## src/rtl/can_node_pkg.sv

```systemverilog
// shared constants, frame carrier and codes for the can node service block
package can_node_pkg;

    typedef struct packed {
        logic [63:0] data;
        logic [3:0] dlc;
        logic rtr;
        logic [10:0] id;
    } can_frame_s;

    localparam int unsigned CLK_FREQ_HZ = 100_000_000;
    localparam int unsigned TICK_PERIOD_MS = 1;
    localparam int unsigned CYCLES_PER_MS = CLK_FREQ_HZ / 1000 * TICK_PERIOD_MS;

    localparam logic [10:0] SDO_RX_BASE = 11'h600;
    localparam logic [10:0] SDO_TX_BASE = 11'h580;
    localparam logic [10:0] ERR_CTRL_BASE = 11'h700;
    localparam logic [10:0] EMCY_BASE = 11'h080;

    localparam logic [7:0] REQ_READ = 8'h40;
    localparam logic [7:0] REQ_WRITE4 = 8'h23;
    localparam logic [7:0] REQ_WRITE2 = 8'h2b;
    localparam logic [7:0] REQ_WRITE1 = 8'h2f;
    localparam logic [7:0] RSP_READ4 = 8'h43;
    localparam logic [7:0] RSP_READ2 = 8'h4b;
    localparam logic [7:0] RSP_READ1 = 8'h4f;
    localparam logic [7:0] RSP_WRITE_OK = 8'h60;
    localparam logic [7:0] RSP_ABORT = 8'h80;

    localparam logic [31:0] ABORT_BAD_CMD = 32'h0504_0001;
    localparam logic [31:0] ABORT_NO_OBJECT = 32'h0602_0000;
    localparam logic [31:0] ABORT_NO_SUB = 32'h0609_0011;
    localparam logic [31:0] ABORT_READ_ONLY = 32'h0601_0002;
    localparam logic [31:0] ABORT_GENERAL = 32'h0800_0000;

    localparam logic [15:0] IDX_GUARD_INTERVAL = 16'h100c;
    localparam logic [15:0] IDX_LIFE_MULTIPLIER = 16'h100d;
    localparam logic [15:0] IDX_HB_CONSUMER = 16'h1016;
    localparam logic [15:0] IDX_HB_PRODUCER = 16'h1017;
    localparam logic [7:0] SUB_MAIN = 8'h00;
    localparam logic [7:0] SUB_HB_CONS_ENTRY = 8'h01;
    localparam logic [7:0] HB_CONS_ENTRIES = 8'h01;

    localparam logic [15:0] GUARD_INTERVAL_RST = 16'h0000;
    localparam logic [7:0] LIFE_MULTIPLIER_RST = 8'h00;
    localparam logic [31:0] HB_CONSUMER_RST = 32'h0000_0000;
    localparam logic [15:0] HB_PRODUCER_RST = 16'h0000;
    localparam int unsigned HB_CONS_NODE_LSB = 16;

    localparam logic [7:0] BOOTUP_BYTE = 8'h00;
    localparam logic [6:0] STATE_STOPPED = 7'h04;
    localparam logic [6:0] STATE_OPERATIONAL = 7'h05;
    localparam logic [6:0] STATE_PREOP = 7'h7f;
    localparam logic [15:0] EMCY_LIFE_GUARD_CODE = 16'h8130;
    localparam logic [7:0] EMCY_ERR_REG = 8'h11;

    localparam logic [3:0] DLC_SDO = 4'h8;
    localparam logic [3:0] DLC_ONE = 4'h1;

endpackage : can_node_pkg

```

## src/rtl/can_node_sdo_error_control.sv

```systemverilog
// expedited sdo server, bootup, node guarding and heartbeat for one node
`timescale 1ns/1ps
module can_node_sdo_error_control
    import can_node_pkg::*;
#(
    parameter int unsigned TICK_CYCLES = CYCLES_PER_MS
) (
    input wire logic clock_in,
    input wire logic nrst_in,
    input wire logic [6:0] node_id_in,
    input wire logic [6:0] nmt_state_in,
    input wire logic bootup_in,
    input wire logic comm_reset_in,
    input wire logic rx_valid_in,
    input wire can_frame_s rx_frame_in,
    input wire logic tx_ready_in,
    output logic tx_valid_out,
    output can_frame_s tx_frame_out,
    output logic life_guard_event_out,
    output logic heartbeat_event_out,
    output logic comm_fault_out
);
    typedef enum logic [2:0] {
        SRC_EMCY,
        SRC_BOOT,
        SRC_SDO,
        SRC_GUARD,
        SRC_HB,
        SRC_NONE
    } tx_src_e;

    logic rst_meta_q;
    logic rst_n_q;
    logic tick;
    logic [15:0] guard_interval_ms_q;
    logic [7:0] life_multiplier_q;
    logic [31:0] hb_consumer_q;
    logic [15:0] hb_producer_q;
    logic toggle_q;
    logic guard_armed_q;
    logic [4:0] pend_q;
    logic [4:0] pend_set;
    logic [4:0] pend_take;
    can_frame_s sdo_rsp_q;
    tx_src_e sel;
    logic life_expire;
    logic prod_expire;
    logic cons_expire;

    function automatic logic id_match(input logic [10:0] id, input logic [10:0] base,
                                      input logic [6:0] node);
        id_match = (id == base + {4'h0, node});
    endfunction : id_match

    // async assert, two-flop release
    always_ff @(posedge clock_in or negedge nrst_in) begin
        if (!nrst_in) begin
            rst_meta_q <= 1'b0;
            rst_n_q <= 1'b0;
        end else begin
            rst_meta_q <= 1'b1;
            rst_n_q <= rst_meta_q;
        end
    end

    // frame classification
    logic sdo_req;
    logic guard_poll;
    logic hb_seen;
    logic [7:0] req_cmd;
    logic [15:0] req_idx;
    logic [7:0] req_sub;
    logic [31:0] req_data;
    logic guard_cfg;
    logic hb_on;

    assign sdo_req = rx_valid_in && !rx_frame_in.rtr && rx_frame_in.dlc == DLC_SDO
                     && id_match(rx_frame_in.id, SDO_RX_BASE, node_id_in);
    assign guard_poll = rx_valid_in && rx_frame_in.rtr
                        && id_match(rx_frame_in.id, ERR_CTRL_BASE, node_id_in);
    assign hb_seen = rx_valid_in && !rx_frame_in.rtr && rx_frame_in.dlc != 4'h0
                     && id_match(rx_frame_in.id, ERR_CTRL_BASE,
                                 hb_consumer_q[HB_CONS_NODE_LSB+:7]);
    assign req_cmd = rx_frame_in.data[7:0];
    assign req_idx = rx_frame_in.data[23:8];
    assign req_sub = rx_frame_in.data[31:24];
    assign req_data = rx_frame_in.data[63:32];
    assign guard_cfg = guard_interval_ms_q != 16'h0 && life_multiplier_q != 8'h0;
    assign hb_on = hb_producer_q != 16'h0 || hb_consumer_q[15:0] != 16'h0;

    // sdo decode
    logic [7:0] rsp_code;
    logic [31:0] rsp_data;
    logic wr_guard;
    logic wr_life;
    logic wr_cons;
    logic wr_prod;

    always_comb begin
        logic is_write;
        logic known;
        logic sub_ok;
        logic conflict;
        logic [7:0] rd_code;
        logic [31:0] rd_val;
        is_write = req_cmd == REQ_WRITE4 || req_cmd == REQ_WRITE2
                   || req_cmd == REQ_WRITE1;
        known = 1'b1;
        sub_ok = req_sub == SUB_MAIN;
        rd_code = RSP_READ2;
        rd_val = 32'h0;
        conflict = 1'b0;
        wr_guard = 1'b0;
        wr_life = 1'b0;
        wr_cons = 1'b0;
        wr_prod = 1'b0;
        unique case (req_idx)
            IDX_GUARD_INTERVAL: begin
                rd_val = {16'h0, guard_interval_ms_q};
                conflict = hb_on && req_data[15:0] != 16'h0;
            end
            IDX_LIFE_MULTIPLIER: begin
                rd_code = RSP_READ1;
                rd_val = {24'h0, life_multiplier_q};
                conflict = hb_on && req_data[7:0] != 8'h0;
            end
            IDX_HB_CONSUMER: begin
                sub_ok = req_sub == SUB_MAIN || req_sub == SUB_HB_CONS_ENTRY;
                rd_code = req_sub == SUB_MAIN ? RSP_READ1 : RSP_READ4;
                rd_val = req_sub == SUB_MAIN ? {24'h0, HB_CONS_ENTRIES} : hb_consumer_q;
                conflict = guard_cfg && req_data[15:0] != 16'h0;
            end
            IDX_HB_PRODUCER: begin
                rd_val = {16'h0, hb_producer_q};
                conflict = guard_cfg && req_data[15:0] != 16'h0;
            end
            default: known = 1'b0;
        endcase
        rsp_code = RSP_ABORT;
        rsp_data = ABORT_GENERAL;
        if (req_cmd != REQ_READ && !is_write) begin
            rsp_data = ABORT_BAD_CMD;
        end else if (!known) begin
            rsp_data = ABORT_NO_OBJECT;
        end else if (!sub_ok) begin
            rsp_data = ABORT_NO_SUB;
        end else if (req_cmd == REQ_READ) begin
            rsp_code = rd_code;
            rsp_data = rd_val;
        end else if (req_idx == IDX_HB_CONSUMER && req_sub == SUB_MAIN) begin
            rsp_data = ABORT_READ_ONLY;
        end else if (!conflict) begin
            rsp_code = RSP_WRITE_OK;
            rsp_data = 32'h0;
            wr_guard = sdo_req && req_idx == IDX_GUARD_INTERVAL;
            wr_life = sdo_req && req_idx == IDX_LIFE_MULTIPLIER;
            wr_cons = sdo_req && req_idx == IDX_HB_CONSUMER;
            wr_prod = sdo_req && req_idx == IDX_HB_PRODUCER;
        end
    end

    // configuration objects, defaults restored by communication reset
    always_ff @(posedge clock_in or negedge rst_n_q) begin
        if (!rst_n_q) begin
            guard_interval_ms_q <= GUARD_INTERVAL_RST;
            life_multiplier_q <= LIFE_MULTIPLIER_RST;
            hb_consumer_q <= HB_CONSUMER_RST;
            hb_producer_q <= HB_PRODUCER_RST;
        end else if (comm_reset_in) begin
            guard_interval_ms_q <= GUARD_INTERVAL_RST;
            life_multiplier_q <= LIFE_MULTIPLIER_RST;
            hb_consumer_q <= HB_CONSUMER_RST;
            hb_producer_q <= HB_PRODUCER_RST;
        end else begin
            if (wr_guard) guard_interval_ms_q <= req_data[15:0];
            if (wr_life) life_multiplier_q <= req_data[7:0];
            if (wr_cons) hb_consumer_q <= {8'h0, req_data[23:0]};
            if (wr_prod) hb_producer_q <= req_data[15:0];
        end
    end

    // sdo response frame; a new request overwrites an unsent answer
    always_ff @(posedge clock_in or negedge rst_n_q) begin
        if (!rst_n_q) begin
            sdo_rsp_q <= '0;
        end else if (sdo_req) begin
            sdo_rsp_q.id <= SDO_TX_BASE + {4'h0, node_id_in};
            sdo_rsp_q.rtr <= 1'b0;
            sdo_rsp_q.dlc <= DLC_SDO;
            sdo_rsp_q.data <= {rsp_data, req_sub, req_idx, rsp_code};
        end
    end

    // timers
    ms_tick_gen #(
        .DIVIDE(TICK_CYCLES)
    ) u_tick (
        .clock_in(clock_in),
        .rst_n_in(rst_n_q),
        .tick_out(tick)
    );

    // life guarding starts at the first poll so a slow master is not faulted at boot
    ms_timer #(
        .WIDTH(24)
    ) u_life (
        .clock_in(clock_in),
        .rst_n_in(rst_n_q),
        .enable_in(guard_cfg && guard_armed_q),
        .restart_in(guard_poll),
        .tick_in(tick),
        .period_in({8'h0, guard_interval_ms_q} * {16'h0, life_multiplier_q}),
        .expire_out(life_expire)
    );

    ms_timer #(
        .WIDTH(16)
    ) u_prod (
        .clock_in(clock_in),
        .rst_n_in(rst_n_q),
        .enable_in(hb_producer_q != 16'h0 && !guard_cfg),
        .restart_in(1'b0),
        .tick_in(tick),
        .period_in(hb_producer_q),
        .expire_out(prod_expire)
    );

    ms_timer #(
        .WIDTH(16)
    ) u_cons (
        .clock_in(clock_in),
        .rst_n_in(rst_n_q),
        .enable_in(hb_consumer_q[15:0] != 16'h0 && !guard_cfg),
        .restart_in(hb_seen),
        .tick_in(tick),
        .period_in(hb_consumer_q[15:0]),
        .expire_out(cons_expire)
    );

    // guarding state
    always_ff @(posedge clock_in or negedge rst_n_q) begin
        if (!rst_n_q) begin
            guard_armed_q <= 1'b0;
            toggle_q <= 1'b0;
        end else if (comm_reset_in) begin
            guard_armed_q <= 1'b0;
            toggle_q <= 1'b0;
        end else begin
            if (guard_poll && guard_cfg) guard_armed_q <= 1'b1;
            if (!guard_cfg) guard_armed_q <= 1'b0;
            if (pend_take[SRC_GUARD]) toggle_q <= ~toggle_q;
        end
    end

    // event outputs; fault holds until communication reset
    always_ff @(posedge clock_in or negedge rst_n_q) begin
        if (!rst_n_q) begin
            life_guard_event_out <= 1'b0;
            heartbeat_event_out <= 1'b0;
            comm_fault_out <= 1'b0;
        end else begin
            life_guard_event_out <= life_expire;
            heartbeat_event_out <= cons_expire;
            if (life_expire) comm_fault_out <= 1'b1;
            else if (comm_reset_in) comm_fault_out <= 1'b0;
        end
    end

    // pending transmit requests; a new set wins over the take
    always_comb begin
        pend_set = '0;
        pend_set[SRC_EMCY] = life_expire;
        pend_set[SRC_BOOT] = bootup_in;
        pend_set[SRC_SDO] = sdo_req;
        pend_set[SRC_GUARD] = guard_poll && guard_cfg;
        pend_set[SRC_HB] = prod_expire;
    end

    always_comb begin
        sel = SRC_NONE;
        if (!tx_valid_out) begin
            for (int i = 4; i >= 0; i--) begin
                if (pend_q[i]) sel = tx_src_e'(i);
            end
        end
        pend_take = '0;
        if (sel != SRC_NONE) pend_take[sel] = 1'b1;
    end

    always_ff @(posedge clock_in or negedge rst_n_q) begin
        if (!rst_n_q) begin
            pend_q <= '0;
        end else begin
            pend_q <= (pend_q & ~pend_take) | pend_set;
        end
    end

    // transmit register, held until the controller accepts it
    always_ff @(posedge clock_in or negedge rst_n_q) begin
        if (!rst_n_q) begin
            tx_valid_out <= 1'b0;
            tx_frame_out <= '0;
        end else if (tx_valid_out) begin
            if (tx_ready_in) tx_valid_out <= 1'b0;
        end else if (sel != SRC_NONE) begin
            tx_valid_out <= 1'b1;
            tx_frame_out.rtr <= 1'b0;
            tx_frame_out.dlc <= DLC_ONE;
            tx_frame_out.id <= ERR_CTRL_BASE + {4'h0, node_id_in};
            unique case (sel)
                SRC_EMCY: begin
                    tx_frame_out.id <= EMCY_BASE + {4'h0, node_id_in};
                    tx_frame_out.dlc <= DLC_SDO;
                    tx_frame_out.data <= {40'h0, EMCY_ERR_REG, EMCY_LIFE_GUARD_CODE};
                end
                SRC_BOOT: tx_frame_out.data <= {56'h0, BOOTUP_BYTE};
                SRC_SDO: tx_frame_out <= sdo_rsp_q;
                SRC_GUARD: tx_frame_out.data <= {56'h0, toggle_q, nmt_state_in};
                SRC_HB: tx_frame_out.data <= {56'h0, 1'b0, nmt_state_in};
                default: tx_frame_out.data <= '0;
            endcase
        end
    end

endmodule : can_node_sdo_error_control

```

## src/rtl/ms_tick_gen.sv

```systemverilog
// millisecond tick prescaler
`timescale 1ns/1ps
module ms_tick_gen #(
    parameter int unsigned DIVIDE = 100000
) (
    input wire logic clock_in,
    input wire logic rst_n_in,
    output logic tick_out
);
    logic [31:0] count_q;

    always_ff @(posedge clock_in or negedge rst_n_in) begin
        if (!rst_n_in) begin
            count_q <= 32'h0;
            tick_out <= 1'b0;
        end else if (count_q == DIVIDE[31:0] - 32'h1) begin
            count_q <= 32'h0;
            tick_out <= 1'b1;
        end else begin
            count_q <= count_q + 32'h1;
            tick_out <= 1'b0;
        end
    end
endmodule : ms_tick_gen

```

## src/rtl/ms_timer.sv

```systemverilog
// reloading millisecond countdown, one-cycle expiry pulse
`timescale 1ns/1ps
module ms_timer #(
    parameter int unsigned WIDTH = 24
) (
    input wire logic clock_in,
    input wire logic rst_n_in,
    input wire logic enable_in,
    input wire logic restart_in,
    input wire logic tick_in,
    input wire logic [WIDTH-1:0] period_in,
    output logic expire_out
);
    logic [WIDTH-1:0] remain_q;

    // reload on expiry so a producer keeps running without software help
    always_ff @(posedge clock_in or negedge rst_n_in) begin
        if (!rst_n_in) begin
            remain_q <= '0;
            expire_out <= 1'b0;
        end else if (!enable_in || restart_in) begin
            remain_q <= period_in;
            expire_out <= 1'b0;
        end else if (remain_q == '0) begin
            // a period written in the enabling cycle lands here, so it is not a false expiry
            remain_q <= period_in;
            expire_out <= 1'b0;
        end else if (tick_in && remain_q <= WIDTH'(1)) begin
            remain_q <= period_in;
            expire_out <= 1'b1;
        end else begin
            remain_q <= tick_in ? remain_q - WIDTH'(1) : remain_q;
            expire_out <= 1'b0;
        end
    end
endmodule : ms_timer

```

## config.mk

```make
export PLATFORM = sky130hd
export DESIGN_NAME = can_node_sdo_error_control
export DESIGN_NICKNAME = d
export VERILOG_FILES = /design/src/rtl/can_node_pkg.sv /design/src/rtl/can_node_sdo_error_control.sv /design/src/rtl/ms_tick_gen.sv /design/src/rtl/ms_timer.sv
export SDC_FILE = /design/constraint.sdc
export NUM_CORES = 1
export LEC_CHECK = 0
export BUFFER_PORTS_ARGS = -buffer_cell sky130_fd_sc_hd__buf_2
export CORE_MARGIN = 10
export CORE_UTILIZATION = 40
export CTS_CLUSTER_SIZE = 25
export DETAILED_ROUTE_END_ITERATION = 10
export GPL_TIMING_DRIVEN = 0
export PLACE_DENSITY = 0.55
export SLEW_MARGIN = 0
export SYNTH_ARGS = -nofsm -noshare
export SYNTH_HDL_FRONTEND = slang
export SYNTH_SLANG_ARGS = --single-unit
export TNS_END_PERCENT = 5
```

## constraint.sdc

```tcl
create_clock -name clock_in -period 14.5 [get_ports clock_in]
set_clock_uncertainty 0.05 [all_clocks]
set_input_delay 0.725 -clock clock_in [delete_from_list [all_inputs] [get_ports clock_in]]
set_output_delay 0.725 -clock clock_in [all_outputs]
set_load 0.05 [all_outputs]
```

# --- After elaboration in Yosys (flattened, before gate mapping) ---
# Index checks and enable logic that the tools add are counted.
totals:
  register_bits: 332
  input_bits: 100
  output_inout_bits: 84
  elab_cells: 223
classes:
  addsub: 9
  n_mul: 1
  order_cmp: 5
  eq_ne: 21
  n_mux: 96
  bitwise: 5
  n_reduce_logical: 59
ops:
  columns: ["cell", "count"]
  rows:
  - ["2-to-1 mux 32 bit", 8]
  - ["one-hot mux 64 bit (4 select lines)", 1]
  - ["2-to-1 mux 16 bit", 12]
  - ["one-hot mux 32 bit (4 select lines)", 1]
  - ["2-to-1 mux 24 bit", 4]
  - ["== test 16 x 13 -> 1 bit, second input constant", 4]
  - ["2-to-1 mux 8 bit", 8]
  - ["nonzero test 16 bit", 4]
  - ["2-to-1 mux 28 bit", 2]
  - ["2-to-1 mux 1 bit", 48]
  - ["== test 11 bit", 3]
  - ["adder 32 x 1 -> 32 bit, second input constant", 1]
  - ["== test 32 x 17 -> 1 bit, second input constant", 1]
  - ["<= comparator 16 x 1 -> 1 bit, second input constant", 2]
  - ["zero test 16 bit", 2]
  - ["subtractor 16 x 1 -> 16 bit, second input constant", 2]
  - ["logical AND 1 bit", 25]
  - ["== test 8 x 6 -> 1 bit, second input constant", 3]
  - ["<= comparator 24 x 1 -> 1 bit, second input constant", 1]
  - ["zero test 24 bit", 1]
  - ["multiplier 16 x 8 -> 24 bit", 1]
  - ["subtractor 24 x 1 -> 24 bit, second input constant", 1]
  - ["one-hot mux 11 bit (2 select lines)", 1]
  - ["adder 9 x 8 -> 10 bit, first input constant", 2]
  - ["other kinds (33)", 58]

# --- Depth between registers and ports, before layout ---
logic_depth:
  depth_word: 14
  mapped_depth: 19
  ltp_nobuf: 17

# --- Hierarchy ---
# Synthesis repeated with hierarchy kept, for this count alone.
hier_totals:
  cells_unflattened: 2007
  area_unflattened_um2: 19358.6
by_module_without_submodules:
  columns: ["module", "instances", "cells_each", "area_each_um2", "seq_area_each_um2"]
  rows:
  - ["can_node_sdo_error_control", 1, 1392, 13688.1, 5330.1]
  - ["ms_timer (u_cons ...)", 2, 132, 1171.1, 425.4]
  - ["ms_timer (u_life)", 1, 206, 1729.2, 625.6]
  - ["ms_tick_gen", 1, 145, 1599.0, 825.8]

# --- Worst setup path before layout ---
# OpenSTA, ideal clock, no wires.
synth_timing:
  kind: "register to register"
  from: "register life_multiplier_q[7]"
  to: "register u_life.remain_q[12]"
  t_arrival_ps: 5044
  t_required_ps: 14385
  slack_ps: 9340
  stages_incl_launch_ff: 19
  n_path_buf: 2
  synth_period_minus_slack_ps: 5160
  path_cell_list: "dfrtp_1 > clkbuf_1 > clkbuf_1 > nand2_1 > fa_1 > fa_1 > inv_1 > fa_1 > inv_1 > fa_1 > inv_1 > ha_1 > and3_1 > a2111oi_0 > o21ai_0 > a21o_1 > a21oi_1 > mux2i_1 > o221a_2"
synth_between:
  elab_chain_len: 6
  word_cells_on_any_way: 10
  cone_classes: "mul (1); mux (3); reduce/logical (6)"
synth_lines:
  columns: ["item", "line_no", "rtl"]
  rows:
  - ["start: declaration", "can_node_sdo_error_control.sv:36", "logic [7:0] life_multiplier_q;"]
  - ["start signal: assignment", "can_node_sdo_error_control.sv:176", "if (wr_life) life_multiplier_q <= req_data[7:0];"]
  - ["branches (longest 6 deep; another with multiplier 16 x 8 -> 24 bit)", null, null]
  - ["end signal: assignment", "ms_timer.sv:22", "remain_q <= period_in;"]
  - ["end signal: assignment", "ms_timer.sv:26", "remain_q <= period_in;"]
  - ["end signal: assignment", "ms_timer.sv:29", "remain_q <= period_in;"]
  - ["end: declaration", "ms_timer.sv:14", "logic [WIDTH-1:0] remain_q;"]
# Parallel ways; which one is timed is not known.
# A chain may end at the register's enable or synchronous reset.

# --- Worst setup path in the final report ---
layout_timing:
  from: "register life_multiplier_q[7]"
  to: "register u_life.remain_q[20]"
# The elaborated chain is that of the path after synthesis.

==> key figures <==
Critical path
  – Worst Path Max Fanout: 10
  – Cell count of the worst reg-to-reg path: 18
  – Arrival @ worst endpoint: 6.48 ns
  – Endpoint type of the worst setup path: flop
  – Worst EP required: 14.87 ns
  – Crit Path Category: flop to flop
  – Startpoint types: flop

Job
  – Max-cap violations: 0

GRT
  – GR Util All Layers: 20.5%
  – Initial antenna violation count: 11
  – Largest net degree at the start of global routing: 66
  – First-pass GRT wire length: 92,100 um
  – GR Overflow Total: 0
  – Number of global-route vias before repair: 15,887

Timing
  – RSZ-0062 raised after global routing: no
  – F_max: 164 MHz
  – Setup TNS: 0 ns
  – Final Critical Period: 6.11 ns
  – Hold Vio Cnt, Final: 0
  – Slew margin rel.: 17.6%
  – Final slew viol count: 0
  – Tcrit/Tclk final: 42.1%
  – # setup viols final: 0
  – Worst-Margin Slew: 1.23 ns

Routing
  – Routed wl met3: 3740 um
  – Detailed Route Iter0 Violations: 1,325
  – Residual DRC: 0
  – Met2 wire length: 27,700 um
  – Uppermost layer routed: met5
  – Final ANT Viol Nets: 0
  – DR vias: 15,797
  – DRT Wirelength: 58,400 um
  – Vias per std cell: 5.52
  – DRT met1 WL: 25,200 um
  – Post-DR wirelength/cell: 20.4 um
  – Total iterations of the first detailed-routing run: 8

Clock network
  – Root Driver: clkbuf_16
  – Largest buffer count on any clock path: 3
  – TritonCTS clock tree: built
  – Clock Latency Late Sink: 0.55 ns
  – Post-CTS Setup Bufs: 0
  – Num CTS Buffers: 39
  – Worst-path clk slew: 0.06 ns
  – CTS Hold Bufs: 1
  – Post-CTS sizing: 0
  – Clock Sink Count: 305
  – H-tree depth: 2

Pwr
  – Worst vdd rail ir drop: 0.000138 V
  – Leakage: 10.9 nW
  – Total power: 2.12 mW
  – Power density over cell area: 96.7 mW/mm2

Floorplan
  – Initial Util: 40.4%
  – Die width: 237 um
  – # IOs: 184
  – Core area: 0.0466 mm2
  – Num rows: 79
  – Die height: 237 um
  – Die ar.: 0.0561 mm2

Synth
  – Count leader, synth: dfrtp_1
  – Syn. warnings: 0
  – Synth Flop Type: dfrtp_1
  – Count of cell types in the netlist: 87
  – Yosys top cell area share: 40.5%
  – Number of synthesized flops with an enable pin: 0
  – Synth area leaders: dfrtp_1 (41%), fa_1 (8.9%), nand2_1 (5.5%)
  – Synth Cell Area: 0.0188 mm2
  – Seq cells post-synth: 305
  – Register area share after synthesis: 40.5%
  – Ys async rst share: 100%
  – Yosys top cell by area: dfrtp_1
  – Syn_area_per_cell: 9.39 um2
  – Post-synth top cells: dfrtp_1 (305), nand2_1 (278), nor2_1 (142)
  – Syn Inst Count: 2,004

Min path
  – Hold Path Class: flop to asynchronous set/reset pin

Placement
  – Dpl hpwl: 44,500 um
  – Port bufs: 166
  – Placer Congestion: 0.896

Cells and area
  – Synthesis-to-finish area growth: 16.2%
  – Final Util: 47.0%
  – Area occupied by multi-input gates: 0.0102 mm2
  – Ratio of cells with drive above 1 in the final layout: 13.9%
  – Final nets: 2,458
  – FF/Latch Area: 0.00764 mm2
  – Filler Cell Count: 4,533

Run status
  – Outcome: finished clean
## metrics by stage
step	area [um2]	hold slack, ns	std cells	worst slack, ns
after floorplan	18800	0.281	2010	5.32
after global placement	20400	0.286	2783	1.36
after detailed placement	20600	0.155	2788	8.38
after CTS	21900	0.162	2858	8.34
after global routing	21900	0.172	2860	8.03
final	21900	0.152	2863	8.39
## path summary, 6_finish.rpt
path | slack (ns) | end | from
max | 8.39 | u_life.remain_q[20]$_DFFE_PN0P_ | life_multiplier_q[7]$_DFFE_PN0P_
min | 0.15 | u_prod.remain_q[5]$_DFFE_PN0P_ | rst_n_q$_DFF_PN0_
max reg2reg | 8.39 | u_life.remain_q[20]$_DFFE_PN0P_ | life_multiplier_q[7]$_DFFE_PN0P_
min reg2reg | 0.15 | u_prod.remain_q[5]$_DFFE_PN0P_ | rst_n_q$_DFF_PN0_
max in group asynchronous | 12.64 | tx_frame_out[1]$_DFFE_PN0P_ | rst_n_q$_DFF_PN0_
min in group clock_in | 0.30 | rst_n_q$_DFF_PN0_ | rst_meta_q$_DFF_PN0_
## area by class of cell
type / count / area share [%]
antenna: 5 / 0.0572
buffer: 117 / 2.50
clock buffer: 61 / 5.45
clock inverter: 8 / 0.343
inverter: 135 / 2.32
multi-input combinational: 1453 / 46.5
sequential: 305 / 34.9
tap: 607 / 3.47
timing repair buffer: 172 / 4.47
## routing by layer
layer	vias up	global-route usage (%)
met2	458	33.8
met5	-	0
met4	14	6.58
met1	7857	26.5
met3	107	3.96
li1	7361	-
## critical path, cell delays in order, from the launching register on
cell,delay (ns)
dfrtp_1,0.31
clkbuf_1,0.45
clkbuf_1,0.48
nand2_1,0.15
fa_1,0.54
fa_1,0.54
inv_1,0.06
fa_1,0.53
inv_1,0.05
fa_1,0.53
inv_1,0.04
ha_1,0.34
and3_1,0.18
a211o_1,0.30
o211a_1,0.27
o41ai_1,0.58
o211ai_1,0.23
xnor2_1,0.26
a21oi_1,0.10
## registers in the layout, summed over array words and instances, names as in the netlist, 5 cells and up
signal               flops
u_cons.remain_q         16
tx_frame_out            70
sdo_rsp_q               66
u_prod.remain_q         16
u_life.remain_q         24
hb_consumer_q           24
hb_producer_q           16
life_multiplier_q        8
pend_q                   5
guard_interval_ms_q     16
u_tick.count_q          32
## report_power, final
group	total [mW]	switching, mW	leakage, nW	internal (mW)
combinational	0.267	0.206	6.04	0.0616
sequential	0.890	0.0150	4.20	0.875
clock	0.959	0.378	0.621	0.581
## kinds of logic (layout without fill, tap and decap cells)
kind of cell	Yosys count	after routing	synth area share, %
AOI/OAI and AO/OA	411	411	14.9
xor gates and xnor gates	53	53	2.47
adders and majority gates	135	135	12.3
buffers and inverters	252	493	5.60
DFF	305	305	40.5
muxes	56	56	2.98
other	2	13	0.0399
and+or+nand+nor	790	790	21.1
## placed cells by master (no fill, tap or decap), drive strengths merged, types with 6 or more instances in the layout
cell | synthesis | routed
conb | 2 | 8
inv | 134 | 134
o22ai | 12 | 12
a21boi | 8 | 8
o21a | 14 | 14
and2 | 119 | 119
a211oi | 6 | 6
o31ai | 9 | 9
nor4 | 46 | 46
a21o | 18 | 18
a22o | 56 | 56
nor2 | 143 | 143
a222oi | 15 | 15
or4 | 10 | 10
nand2b | 15 | 15
xor2 | 20 | 20
a22oi | 8 | 8
a21oi | 96 | 96
nor3 | 42 | 42
clkinv | 1 | 7
and3 | 14 | 14
dfrtp | 305 | 305
nand2 | 289 | 289
o21ai | 114 | 114
and4 | 8 | 8
ha | 51 | 51
buf | 33 | 204
nor3b | 6 | 6
or3 | 13 | 13
xnor2 | 33 | 33
mux2i | 56 | 56
nand4 | 27 | 27
clkbuf | 84 | 145
fa | 84 | 84
nor4b | 6 | 6
nand3 | 28 | 28
o211ai | 7 | 7
nor2b | 9 | 9
Note: power is estimated with default switching activity, not from simulation.
